<file path="config.mk">
export PLATFORM = sky130hd
export DESIGN_NAME = slb_top
export DESIGN_NICKNAME = d
export VERILOG_FILES = /design/src/common/slb_pkg.sv /design/src/design/slb_top.sv /design/src/design/slb_sync.sv
export SDC_FILE = /design/constraint.sdc
export NUM_CORES = 1
export LEC_CHECK = 0
export BUFFER_PORTS_ARGS = -buffer_cell sky130_fd_sc_hd__buf_2
export CORE_MARGIN = 2
export CORE_UTILIZATION = 40
export CTS_BUF_LIST = sky130_fd_sc_hd__clkbuf_16
export CTS_CLUSTER_DIAMETER = 30
export DETAILED_ROUTE_END_ITERATION = 10
export GPL_TIMING_DRIVEN = 0
export PLACE_DENSITY_LB_ADDON = 0.08
export SYNTH_ARGS = -nofsm -noshare
export SYNTH_HDL_FRONTEND = slang
export SYNTH_SLANG_ARGS = --single-unit
export TNS_END_PERCENT = 30
</file>
<file path="constraint.sdc">
create_clock -name SYS_CLK_IN -period 2.5 [get_ports SYS_CLK_IN]
set_input_delay 0.5 -clock SYS_CLK_IN [delete_from_list [all_inputs] [get_ports SYS_CLK_IN]]
set_output_delay 0.5 -clock SYS_CLK_IN [all_outputs]
set_load 0.02 [all_outputs]
</file>
<file path="src/common/slb_pkg.sv">
// Purpose: shared constants and types for the loopback and single-step block
// Assumes: byte-wide registers on a plain strobe port
// Notes: offsets are local to this block
package slb_pkg;
	localparam int ADDR_W = 6;
	localparam int DATA_W = 8;
	// ----------------------------------------
	// register offsets
	// ----------------------------------------
	localparam logic [5:0] OFS_SCSI_TEST_TWO = 6'h00;
	localparam logic [5:0] OFS_DMA_CONTROL = 6'h01;
	localparam logic [5:0] OFS_DMA_INT_ENABLE = 6'h02;
	localparam logic [5:0] OFS_BUS_CTRL_OUT = 6'h03;
	localparam logic [5:0] OFS_BUS_DATA_OUT = 6'h04;
	localparam logic [5:0] OFS_BUS_CTRL_SAMPLE = 6'h05;
	localparam logic [5:0] OFS_BUS_DATA_SAMPLE = 6'h06;
	localparam logic [5:0] OFS_DMA_STATUS = 6'h07;
	localparam logic [5:0] OFS_INT_STATUS = 6'h08;
	localparam logic [5:0] OFS_INT_MASK = 6'h09;
	localparam logic [5:0] OFS_ENGINE_CTRL_OUT = 6'h0A;
	localparam logic [5:0] OFS_ENGINE_DATA_OUT = 6'h0B;
	localparam logic [5:0] OFS_BLOCK_ADDR0 = 6'h0C;
	// ----------------------------------------
	// fields
	// ----------------------------------------
	localparam int TST_LOOP_LO = 3;
	localparam int TST_LOOP_HI = 4;
	localparam int DCTL_START = 2;
	localparam int DCTL_SSTEP = 4;
	localparam int INTEN_SSTEP = 3;
	localparam int STAT_SSTEP = 3;
	localparam int INT_SSTEP = 0;
	localparam int INT_ENGINE = 1;
	localparam logic [7:0] RST_BYTE = 8'h00;
	localparam logic [7:0] START_MASK = 8'h04;
	localparam int INSTR_CYCLES = 4;
	localparam int CNT_W = 3;

	typedef enum logic [1:0] {
		ENG_IDLE = 2'b00,
		ENG_RUN = 2'b01,
		ENG_HALT = 2'b10
	} slb_eng_t;

	typedef struct packed {
		logic [7:0] ctrl;
		logic [7:0] data;
	} slb_bus_t;
endpackage : slb_pkg

</file>
<file path="src/design/slb_top.sv">
// Purpose: loopback and single-step control of a bus script engine
// Assumes: engine issues instruction-done pulses; pins sync'd here
// Notes: loopback needs both loopback bits set
// Contract
// [RL1] both loopback bits: loop internally, pins released
// [RL2] engine drives all signals in either role
// [RL3] host drives target signals, reads sampled lines
// [RL4] single-step bit halts after every instruction
// [RL5] enable bit raises interrupt at step halt
// [RL6] software keeps test bits 7:6,0 clear
// [RL7] software clears control bits 3:2; here bit 2 is the start bit and the bench writes it set
// [RL8] test bits 5,2:1 ignored by loopback
// [RL9] block move accepts any memory address
// [RL10] status reads clear pending interrupts
// [RL11] start bit resumes after step halt
// [RL12] pending interrupt blocks further execution
//
// Our own choices: the register offsets and the strobed register port.
`timescale 1ns/1ps
module slb_top (
	input wire logic SYS_CLK_IN,
	input wire logic RST_N_IN,
	input wire logic [5:0] ADDR_IN,
	input wire logic [7:0] WDATA_IN,
	input wire logic WR_IN,
	input wire logic RD_IN,
	output logic [7:0] RDATA_OUT,
	input wire logic [7:0] PIN_CTRL_IN,
	input wire logic [7:0] PIN_DATA_IN,
	output logic [7:0] PIN_CTRL_OUT,
	output logic [7:0] PIN_DATA_OUT,
	output logic PIN_OE_N_OUT,
	input wire logic ENG_DONE_IN,
	input wire logic ENG_EVENT_IN,
	output logic ENG_GO_OUT,
	output logic [31:0] BLOCK_ADDR_OUT,
	output logic IRQ_OUT
);
	// ----------------------------------------
	// registers
	// ----------------------------------------
	logic [7:0] test_two_r, test_two_nxt;
	logic [7:0] dma_control_r, dma_control_nxt;
	logic [7:0] dma_int_en_r, dma_int_en_nxt;
	slb_pkg::slb_bus_t host_out_r, host_out_nxt;
	slb_pkg::slb_bus_t eng_out_r, eng_out_nxt;
	logic [31:0] blk_addr_r, blk_addr_nxt;
	logic [1:0] int_stat_r, int_stat_nxt;
	logic [1:0] int_mask_r, int_mask_nxt;
	logic step_flag_r, step_flag_nxt;
	logic [7:0] rdata_nxt;
	logic [7:0] pin_ctrl_nxt, pin_data_nxt;
	logic oe_n_nxt, irq_nxt, go_nxt;
	slb_pkg::slb_eng_t eng_r, eng_nxt;
	logic [slb_pkg::CNT_W-1:0] cnt_r, cnt_nxt;
	logic [15:0] pins_sync;
	logic loop_on;
	slb_pkg::slb_bus_t bus_now;
	logic wr_hit_ctrl, start_req;

	slb_sync #(
		.W(16)
	) u_sync (
		.clk_in(SYS_CLK_IN),
		.rst_n_in(RST_N_IN),
		.d_in({PIN_CTRL_IN, PIN_DATA_IN}),
		.q_out(pins_sync)
	);

	// ----------------------------------------
	// bus view
	// ----------------------------------------
	always_comb begin
		// only bits 4:3 matter; other test bits left unread
		loop_on = test_two_r[slb_pkg::TST_LOOP_HI] & test_two_r[slb_pkg::TST_LOOP_LO]; // see [RL1] [RL8]
		if (loop_on) begin
			// wired-or of engine and host drivers, as on a real bus
			bus_now.ctrl = eng_out_r.ctrl | host_out_r.ctrl; // see [RL2] [RL3]
			bus_now.data = eng_out_r.data | host_out_r.data;
		end else begin
			bus_now.ctrl = pins_sync[15:8];
			bus_now.data = pins_sync[7:0];
		end
	end

	// ----------------------------------------
	// register writes and interrupts
	// ----------------------------------------
	always_comb begin
		test_two_nxt = test_two_r;
		dma_control_nxt = dma_control_r;
		dma_int_en_nxt = dma_int_en_r;
		host_out_nxt = host_out_r;
		eng_out_nxt = eng_out_r;
		blk_addr_nxt = blk_addr_r;
		int_mask_nxt = int_mask_r;
		int_stat_nxt = int_stat_r;
		step_flag_nxt = step_flag_r;
		wr_hit_ctrl = 1'b0;
		if (WR_IN) begin
			unique case (ADDR_IN)
				slb_pkg::OFS_SCSI_TEST_TWO: test_two_nxt = WDATA_IN;
				slb_pkg::OFS_DMA_CONTROL: begin
					// start bit is self-clearing
					dma_control_nxt = WDATA_IN & ~slb_pkg::START_MASK;
					wr_hit_ctrl = 1'b1;
				end
				slb_pkg::OFS_DMA_INT_ENABLE: dma_int_en_nxt = WDATA_IN;
				slb_pkg::OFS_BUS_CTRL_OUT: host_out_nxt.ctrl = WDATA_IN; // see [RL3]
				slb_pkg::OFS_BUS_DATA_OUT: host_out_nxt.data = WDATA_IN; // see [RL3]
				slb_pkg::OFS_ENGINE_CTRL_OUT: eng_out_nxt.ctrl = WDATA_IN; // see [RL2]
				slb_pkg::OFS_ENGINE_DATA_OUT: eng_out_nxt.data = WDATA_IN; // see [RL2]
				slb_pkg::OFS_INT_STATUS: int_stat_nxt = int_stat_r & ~WDATA_IN[1:0];
				slb_pkg::OFS_INT_MASK: int_mask_nxt = WDATA_IN[1:0];
				// full byte-granular address, no alignment imposed
				slb_pkg::OFS_BLOCK_ADDR0: blk_addr_nxt[7:0] = WDATA_IN; // see [RL9]
				slb_pkg::OFS_BLOCK_ADDR0 + 6'h01: blk_addr_nxt[15:8] = WDATA_IN; // see [RL9]
				slb_pkg::OFS_BLOCK_ADDR0 + 6'h02: blk_addr_nxt[23:16] = WDATA_IN; // see [RL9]
				slb_pkg::OFS_BLOCK_ADDR0 + 6'h03: blk_addr_nxt[31:24] = WDATA_IN; // see [RL9]
				default: ;
			endcase
		end
		if (RD_IN && ADDR_IN == slb_pkg::OFS_DMA_STATUS) begin
			step_flag_nxt = 1'b0; // see [RL10]
			int_stat_nxt = int_stat_nxt & ~(2'b01 << slb_pkg::INT_SSTEP);
		end
		if (RD_IN && ADDR_IN == slb_pkg::OFS_INT_STATUS) begin
			int_stat_nxt = int_stat_nxt & ~(2'b01 << slb_pkg::INT_ENGINE); // see [RL10]
		end
		// hardware sets win over clears
		if (eng_r == slb_pkg::ENG_RUN && cnt_r == '0 && ENG_DONE_IN &&
				dma_control_r[slb_pkg::DCTL_SSTEP] && dma_int_en_r[slb_pkg::INTEN_SSTEP]) begin
			step_flag_nxt = 1'b1; // see [RL5]
			int_stat_nxt[slb_pkg::INT_SSTEP] = 1'b1;
		end
		if (ENG_EVENT_IN) begin
			int_stat_nxt[slb_pkg::INT_ENGINE] = 1'b1;
		end
		irq_nxt = |(int_stat_nxt & int_mask_nxt);
	end

	// ----------------------------------------
	// engine sequencing
	// ----------------------------------------
	always_comb begin
		start_req = wr_hit_ctrl & WDATA_IN[slb_pkg::DCTL_START];
		eng_nxt = eng_r;
		cnt_nxt = cnt_r;
		go_nxt = 1'b0;
		unique case (eng_r)
			slb_pkg::ENG_IDLE,
			slb_pkg::ENG_HALT: begin
				// pending interrupt keeps the engine parked
				if (start_req && !(|int_stat_r) && !step_flag_r) begin // see [RL11] [RL12]
					eng_nxt = slb_pkg::ENG_RUN;
					go_nxt = 1'b1;
					cnt_nxt = slb_pkg::CNT_W'(slb_pkg::INSTR_CYCLES - 1);
				end
			end
			slb_pkg::ENG_RUN: begin
				if (cnt_r != '0) begin
					cnt_nxt = cnt_r - 1'b1;
				end else if (ENG_DONE_IN) begin
					if (dma_control_r[slb_pkg::DCTL_SSTEP]) begin
						eng_nxt = slb_pkg::ENG_HALT; // see [RL4]
					end else if (|int_stat_r) begin
						eng_nxt = slb_pkg::ENG_HALT; // see [RL12]
					end else begin
						go_nxt = 1'b1;
						cnt_nxt = slb_pkg::CNT_W'(slb_pkg::INSTR_CYCLES - 1);
					end
				end
			end
			default: eng_nxt = slb_pkg::ENG_IDLE;
		endcase
	end

	// ----------------------------------------
	// read data and pins
	// ----------------------------------------
	always_comb begin
		rdata_nxt = slb_pkg::RST_BYTE;
		if (RD_IN) begin
			unique case (ADDR_IN)
				slb_pkg::OFS_SCSI_TEST_TWO: rdata_nxt = test_two_r;
				slb_pkg::OFS_DMA_CONTROL: rdata_nxt = dma_control_r;
				slb_pkg::OFS_DMA_INT_ENABLE: rdata_nxt = dma_int_en_r;
				slb_pkg::OFS_BUS_CTRL_OUT: rdata_nxt = host_out_r.ctrl;
				slb_pkg::OFS_BUS_DATA_OUT: rdata_nxt = host_out_r.data;
				slb_pkg::OFS_BUS_CTRL_SAMPLE: rdata_nxt = bus_now.ctrl; // see [RL3]
				slb_pkg::OFS_BUS_DATA_SAMPLE: rdata_nxt = bus_now.data; // see [RL3]
				slb_pkg::OFS_DMA_STATUS: rdata_nxt = {4'h0, step_flag_r, 3'h0};
				slb_pkg::OFS_INT_STATUS: rdata_nxt = {6'h00, int_stat_r};
				slb_pkg::OFS_INT_MASK: rdata_nxt = {6'h00, int_mask_r};
				slb_pkg::OFS_ENGINE_CTRL_OUT: rdata_nxt = eng_out_r.ctrl;
				slb_pkg::OFS_ENGINE_DATA_OUT: rdata_nxt = eng_out_r.data;
				slb_pkg::OFS_BLOCK_ADDR0: rdata_nxt = blk_addr_r[7:0];
				slb_pkg::OFS_BLOCK_ADDR0 + 6'h01: rdata_nxt = blk_addr_r[15:8];
				slb_pkg::OFS_BLOCK_ADDR0 + 6'h02: rdata_nxt = blk_addr_r[23:16];
				slb_pkg::OFS_BLOCK_ADDR0 + 6'h03: rdata_nxt = blk_addr_r[31:24];
				default: rdata_nxt = slb_pkg::RST_BYTE;
			endcase
		end
		// in loopback nothing reaches the real bus
		oe_n_nxt = (test_two_nxt[slb_pkg::TST_LOOP_HI] & test_two_nxt[slb_pkg::TST_LOOP_LO]); // see [RL1]
		pin_ctrl_nxt = oe_n_nxt ? 8'h00 : (eng_out_nxt.ctrl | host_out_nxt.ctrl);
		pin_data_nxt = oe_n_nxt ? 8'h00 : (eng_out_nxt.data | host_out_nxt.data);
	end

	always_ff @(posedge SYS_CLK_IN or negedge RST_N_IN) begin
		if (!RST_N_IN) begin
			test_two_r <= slb_pkg::RST_BYTE;
			dma_control_r <= slb_pkg::RST_BYTE;
			dma_int_en_r <= slb_pkg::RST_BYTE;
			host_out_r <= '0;
			eng_out_r <= '0;
			blk_addr_r <= 32'h0000_0000;
			int_stat_r <= 2'h0;
			int_mask_r <= 2'h0;
			step_flag_r <= 1'b0;
			eng_r <= slb_pkg::ENG_IDLE;
			cnt_r <= '0;
			RDATA_OUT <= 8'h00;
			PIN_CTRL_OUT <= 8'h00;
			PIN_DATA_OUT <= 8'h00;
			PIN_OE_N_OUT <= 1'b1;
			ENG_GO_OUT <= 1'b0;
			BLOCK_ADDR_OUT <= 32'h0000_0000;
			IRQ_OUT <= 1'b0;
		end else begin
			test_two_r <= test_two_nxt;
			dma_control_r <= dma_control_nxt;
			dma_int_en_r <= dma_int_en_nxt;
			host_out_r <= host_out_nxt;
			eng_out_r <= eng_out_nxt;
			blk_addr_r <= blk_addr_nxt;
			int_stat_r <= int_stat_nxt;
			int_mask_r <= int_mask_nxt;
			step_flag_r <= step_flag_nxt;
			eng_r <= eng_nxt;
			cnt_r <= cnt_nxt;
			RDATA_OUT <= rdata_nxt;
			PIN_CTRL_OUT <= pin_ctrl_nxt;
			PIN_DATA_OUT <= pin_data_nxt;
			PIN_OE_N_OUT <= oe_n_nxt;
			ENG_GO_OUT <= go_nxt;
			BLOCK_ADDR_OUT <= blk_addr_nxt;
			IRQ_OUT <= irq_nxt;
		end
	end
endmodule : slb_top

</file>
<file path="src/design/slb_sync.sv">
// Purpose: two flip-flop synchroniser for a vector of pin inputs
// Assumes: inputs asynchronous to the clock
// Notes: first stage is read only by the second
`timescale 1ns/1ps
module slb_sync #(
	parameter int W = 16
) (
	input wire logic clk_in,
	input wire logic rst_n_in,
	input wire logic [W-1:0] d_in,
	output logic [W-1:0] q_out
);
	logic [W-1:0] s1_r;
	logic [W-1:0] s1_nxt;
	logic [W-1:0] q_nxt;

	always_comb begin
		s1_nxt = d_in;
		q_nxt = s1_r;
	end

	always_ff @(posedge clk_in or negedge rst_n_in) begin
		if (!rst_n_in) begin
			s1_r <= '0;
			q_out <= '0;
		end else begin
			s1_r <= s1_nxt;
			q_out <= q_nxt;
		end
	end
endmodule : slb_sync

</file>
## Word-level counts from Yosys, hierarchy flattened

Cells that the tools add are included.

- Logic and storage cells: 131
- Bits in read-only memories: 0
- Latch bits: 0
- Memory bits (writable): 0
- Input port bits: 36
- Memories: 0
- Register bits: 156

- Multipliers: 0
- Add/sub/neg operators: 1
- Multiplexer cells: 43
- $lt $le $gt $ge: 0
- Divide/modulo/power cells: 0
- Reductions and logical operators: 28
- Equality and inequality tests: 24
- Bitwise logic cells: 10
- Shifts and indexed selects: 0

Operator list:

| operator | number |
|---|---|
| 8-bit case mux with 16 select lines | 1 |
| 8-bit two-way mux | 7 |
| 6-bit by 4-bit == test with 1-bit output, second input constant | 8 |
| 16-bit two-way mux | 3 |
| 8-bit OR | 4 |
| 6-bit by 3-bit == test with 1-bit output, second input constant | 4 |
| 2-bit two-way mux | 10 |
| 3-bit two-way mux | 5 |
| 2-bit AND reduction | 7 |
| 6-bit by 2-bit == test with 1-bit output, second input constant | 2 |
| 1-bit two-way mux | 12 |
| 3-bit by 2-bit != test with 1-bit output, second input constant | 4 |
| 5-bit two-way mux | 2 |
| 1-bit logical AND | 8 |
| 6-bit by 1-bit == test with 1-bit output, second input constant | 1 |
| 6-bit zero test | 1 |
| 2-bit != test, second input constant | 3 |
| 3-bit case mux with 2 select lines | 1 |
| 2-bit OR reduction | 3 |
| 5-bit AND reduction | 1 |
| 2-bit bitwise AND | 2 |
| 2-bit case mux with 2 select lines | 1 |
| 4-bit AND reduction | 1 |
| 2-bit nonzero test | 2 |
| other kinds (10) | 13 |

## Depth between registers and ports, before layout

- Word-level depth: 9
- Mapped depth: 7
- Mapped depth without buffers: 7

## Modules after synthesis

Synthesis repeated with hierarchy kept, for this count alone.

- Cell total of the unflattened synthesis: 481
- Area, all modules: 6511.2 µm²

By module, submodules not included:

| module | sequential area each (µm²) | cells an instance | times used | area an instance (µm²) |
|---|---|---|---|---|
| slb_top | 3104.2 | 449 | 1 | 5710.5 |
| slb_sync | 800.8 | 32 | 1 | 800.8 |

## Worst setup path after synthesis

No wires, ideal clock.

- Path type: in2reg
- Start point: in ADDR_IN[0]
- End point: reg PIN_CTRL_OUT[0]
- Arrival: 1.933 ns
- Stages on the path: 6
- Path slack: 0.448 ns
- Cell sequence: buf_2 > and2b_1 > nand2_1 > nor2_2 > mux2_2 > o21ba_2

RTL lines:

| what | RTL line | text |
|---|---|---|
| start, declared | slb_top.sv:23 | `input wire logic [5:0] ADDR_IN,` |
| end signal, assigned | slb_top.sv:243 | `PIN_CTRL_OUT <= pin_ctrl_nxt;` |
| end, declared | slb_top.sv:30 | `output logic [7:0] PIN_CTRL_OUT,` |

## Worst setup path after layout

- Start point: in ADDR_IN[5]
- End point: reg RDATA_OUT[2]

- Cells in the longest elaborated chain, start to end: 3

Ends and longest elaborated chain:

| what | RTL line | text |
|---|---|---|
| 6-bit by 4-bit == test with 1-bit output (tied with other cells) | slb_top.sv:184 | `unique case (ADDR_IN)` |
| 8-bit case mux with 16 select lines (*) | slb_top.sv:184 |  |
| 8-bit two-way mux (*) | slb_top.sv:183 | `if (RD_IN) begin` |
| net rdata_nxt[2] | slb_top.sv:51 | `logic [7:0] rdata_nxt;` |
| end signal, assigned | slb_top.sv:242 | `RDATA_OUT <= rdata_nxt;` |
| end, declared | slb_top.sv:27 | `output logic [7:0] RDATA_OUT,` |

The timed path passes the listed nets; every way through them passes the cells marked *.
A chain may end at the register's enable or synchronous reset.

==> impl_metrics.csv <==
group,metric,value,unit
sta,fin_crit,2.43,ns
placed_design,dp_cells,814,
synth,ys_types,55,
global_route,overflow,0,
final_layout,multiInputGateArea,2580,sq um
detailed_routing,dr_total_vias,4614,
global_route,antenna_found_initial,0,
detailed_routing,wire_per_inst,21.4,um
clock_network,clock_latency,0.43,ns
final_layout,seqCellArea,3910,sq um
sta,fmax,411,MHz
sta,worst_pin_slew,0.825,ns
clock_network,clock_path_buffers,2,
setup_path,worstPathArrival,2.75,ns
synth,ys_warn_count,0,
global_route,grt_pass1_vias,4859,
synth,synthMuxAreaShare,0.189,
sta,hold_viol,0,
synth,syn_inst,505,
global_route,grt_pass1_wl,28300,um
synth,postSynthAreaPerCell,13.1,sq um
synth,ys_ff_latch,156,
global_route,grt_max_degree,102,
final_layout,nets,655,
placed_design,portBuffers,92,
detailed_routing,post-route-drc-count,0,
sta,layout_worst_path_cycle_share,0.974,
clock_network,clock-sinks,156,
final_layout,synthToLayoutAreaGrowth,20.5,%
sta,fin_tns_setup,0,ns
final_layout,num_antenna_cells,0,
sta,maxSlewHeadroom,0.448,
synth,synth_nets,543,
synth,synth_fa_ha_area_frac,0.00379,
clock_network,numCtsBuffers,17,
detailed_routing,final_antenna_net_count,0,
flow_run,cap_violations,0,
sta,setup_viol,0,
placed_design,place_hpwl,12400,um
sta,slew_violations,0,
clock_network,htreeDepth,4,
floorplanning,core-area,16000,sq um
setup_path,endpoint_kind,"flop",
setup_path,cp-start-kind,"primary input",
clock_network,cts_tree,"built",
final_layout,num-fill-cells,1508,
detailed_routing,drt_iter0_markers,368,
synth,async_reset_ff_frac,1.00,
outcome,status,"finished clean",
clock_network,holdBufCountCts,0,
synth,synth_top_family_by_area,"multiplexers",
pwr,worst_ir_drop_vdd,515,uV
detailed_routing,wl,18100,um
setup_path,crit_type,"in -> reg",
floorplanning,num_rows,46,
placed_design,gp_congestion,0.846,
clock_network,path_clk_slew,0.06,ns
global_route,track_usage,0.217,
pwr,p_leak,3.76,nW
synth,syn_area,6600,sq um
pwr,p_per_area,807,nW/um^2
clock_network,root_buffer,"clkbuf_16",
floorplanning,die_x,132,um
detailed_routing,vias_per_cell,5.45,
synth,synth-seq-area-share,0.592,
hold_path,min-delay-path-class,"in -> async",
final_layout,stdcell_count,846,
synth,synth-xor-area-share,0,
floorplanning,ios,95,
synth,synth_edf_count,0,
sta,rsz0062_at_grt,"false",
floorplanning,initial_utilization,0.412,
setup_path,critPathMaxFanout,9,
setup_path,required,2.81,ns
detailed_routing,drt_pass1_iterations,7,
synth,synthFlopType,"dfrtp_1",
final_layout,drive_gt1_frac,0.402,
synth,synthSimpleGateAreaFrac,0.100,
floorplanning,die_area,17500,sq um
sta,skew,0.00676,ns
synth,synth_compound_area_frac,0.0956,
floorplanning,die_h,132,um
[flip-flops by register name, indices dropped and copies added (netlist names), 2 cells and up]
register,count
eng_r,2
RDATA_OUT,8
int_stat_r,2
PIN_DATA_OUT,8
PIN_CTRL_OUT,8
u_sync.q_out,16
dma_control_r,7
dma_int_en_r,8
u_sync.q_nxt,16
eng_out_r,16
blk_addr_r,32
test_two_r,8
int_mask_r,2
cnt_r,3
host_out_r,16
[report_power, final]
group	switching, mW	internal (mW)	leakage (nW)	total (mW)
Combinational	0.528	0.373	1.48	0.902
Clock	1.07	1.47	0.274	2.53
Sequential	0.167	2.81	2.00	2.98
[cells in the mapped netlist, types with 6 or more instances]
cell      number  share of area
mux4_2         6          0.020
dfrtp_1      155           0.59
buf_2         10         0.0076
nand3_1       13         0.0099
mux2i_1       12          0.018
clkbuf_1      15         0.0085
and3_1         6         0.0057
mux2_2        88           0.15
a21oi_1       18          0.014
nor2_1        26          0.015
nand2_1       42          0.024
o21ba_2        7          0.011
a31oi_1        9         0.0085
o21ai_0       11         0.0083
a22oi_1        8         0.0091
[what timing repair did]
action                                  4_1_cts  5_1_grt
endpoints found under the setup margin        9        5
hold endpoints to repair                      0        0
gates resized for setup                       1        2
buffers inserted                              0        0
[through the flow]
step	worst slack (ns)	cell area (sq um)	util	hold slack (ns)	total power [mW]
after global routing	0.00684	7950	0.497	0.0481	6.68
after global placement	-1.36	7330	0.458	0.336	3.90
final	0.0662	7950	0.497	0.0247	6.41
after detailed placement	-0.560	7360	0.460	0.340	3.93
after floorplan	0.448	6600	-	0.204	3.53
after CTS	0.0744	7940	0.496	0.0359	6.47
[cell type report]
| type | instances | area share |
|---|---|---|
| multi-input combinational | 319 | 0.325 |
| clock buffer | 17 | 0.0535 |
| clock inverter | 15 | 0.0184 |
| inverter | 4 | 0.00189 |
| sequential | 156 | 0.491 |
| buffer | 26 | 0.0143 |
| timing repair buffer | 93 | 0.0622 |
| tap | 216 | 0.0340 |
[final timing paths]
check | cells past startpoint | end | slack (ns) | startpoint
max in group asynchronous | 2 | eng_out_r[15]$_DFF_PN0_ | 1.62 | RST_N_IN
max reg2reg | 4 | RDATA_OUT[0]$_DFF_PN0_ | 0.32 | test_two_r[4]$_DFF_PN0_
max | 6 | RDATA_OUT[2]$_DFF_PN0_ | 0.07 | ADDR_IN[5]
min | 1 | cnt_r[2]$_DFFE_PN0P_ | 0.02 | RST_N_IN
min reg2reg | 0 | u_sync.q_out[1]$_DFF_PN0_ | 0.35 | u_sync.q_nxt[1]$_DFF_PN0_
min in group SYS_CLK_IN | 1 | u_sync.q_nxt[2]$_DFF_PN0_ | 0.17 | PIN_DATA_IN[2]
[logic make-up after synthesis]
| family | count (synthesis) |
|---|---|
| muxes | 106 |
| buffers and inverters | 30 |
| adders and majority gates | 2 |
| AOI/OAI and AO/OA | 88 |
| and+or+nand+nor | 123 |
| DFF | 156 |
[metal layers]
layer | vias up | wire (um) | GRT usage | share of wire
li1 | 2069 | - | - | -
met1 | 2356 | 7840 | 0.284 | 0.43
met2 | 157 | 8850 | 0.353 | 0.49
met3 | 32 | 993 | 0.0483 | 0.055
met4 | 0 | 427 | 0.0812 | 0.024
met5 | - | 0 | 0 | 0
[critical path, stage by stage]
cell     delay, ns
buf_2         0.17
nor4b_4       0.68
nand2_1       0.40
o22ai_1       0.54
a21oi_1       0.16
a31oi_1       0.29
[placed cells by master (no fill, tap or decap), types with 4 or more instances in the layout]
master and instances:
buf_2 101, mux2i_1 12, clkbuf_1 15, o21ai_0 11, o21ba_2 7, nand2b_1 4
nor2b_1 4, and3_1 6, mux2_2 88, inv_1 4, nand3_1 13, a31oi_1 9
a21oi_1 18, nor2_1 26, a22oi_1 8, clkbuf_16 17, nor2_2 4, dfrtp_1 155
nor3_1 4, mux4_2 6, nand2_1 42
No activity file was read; power rests on OpenSTA's default activity.
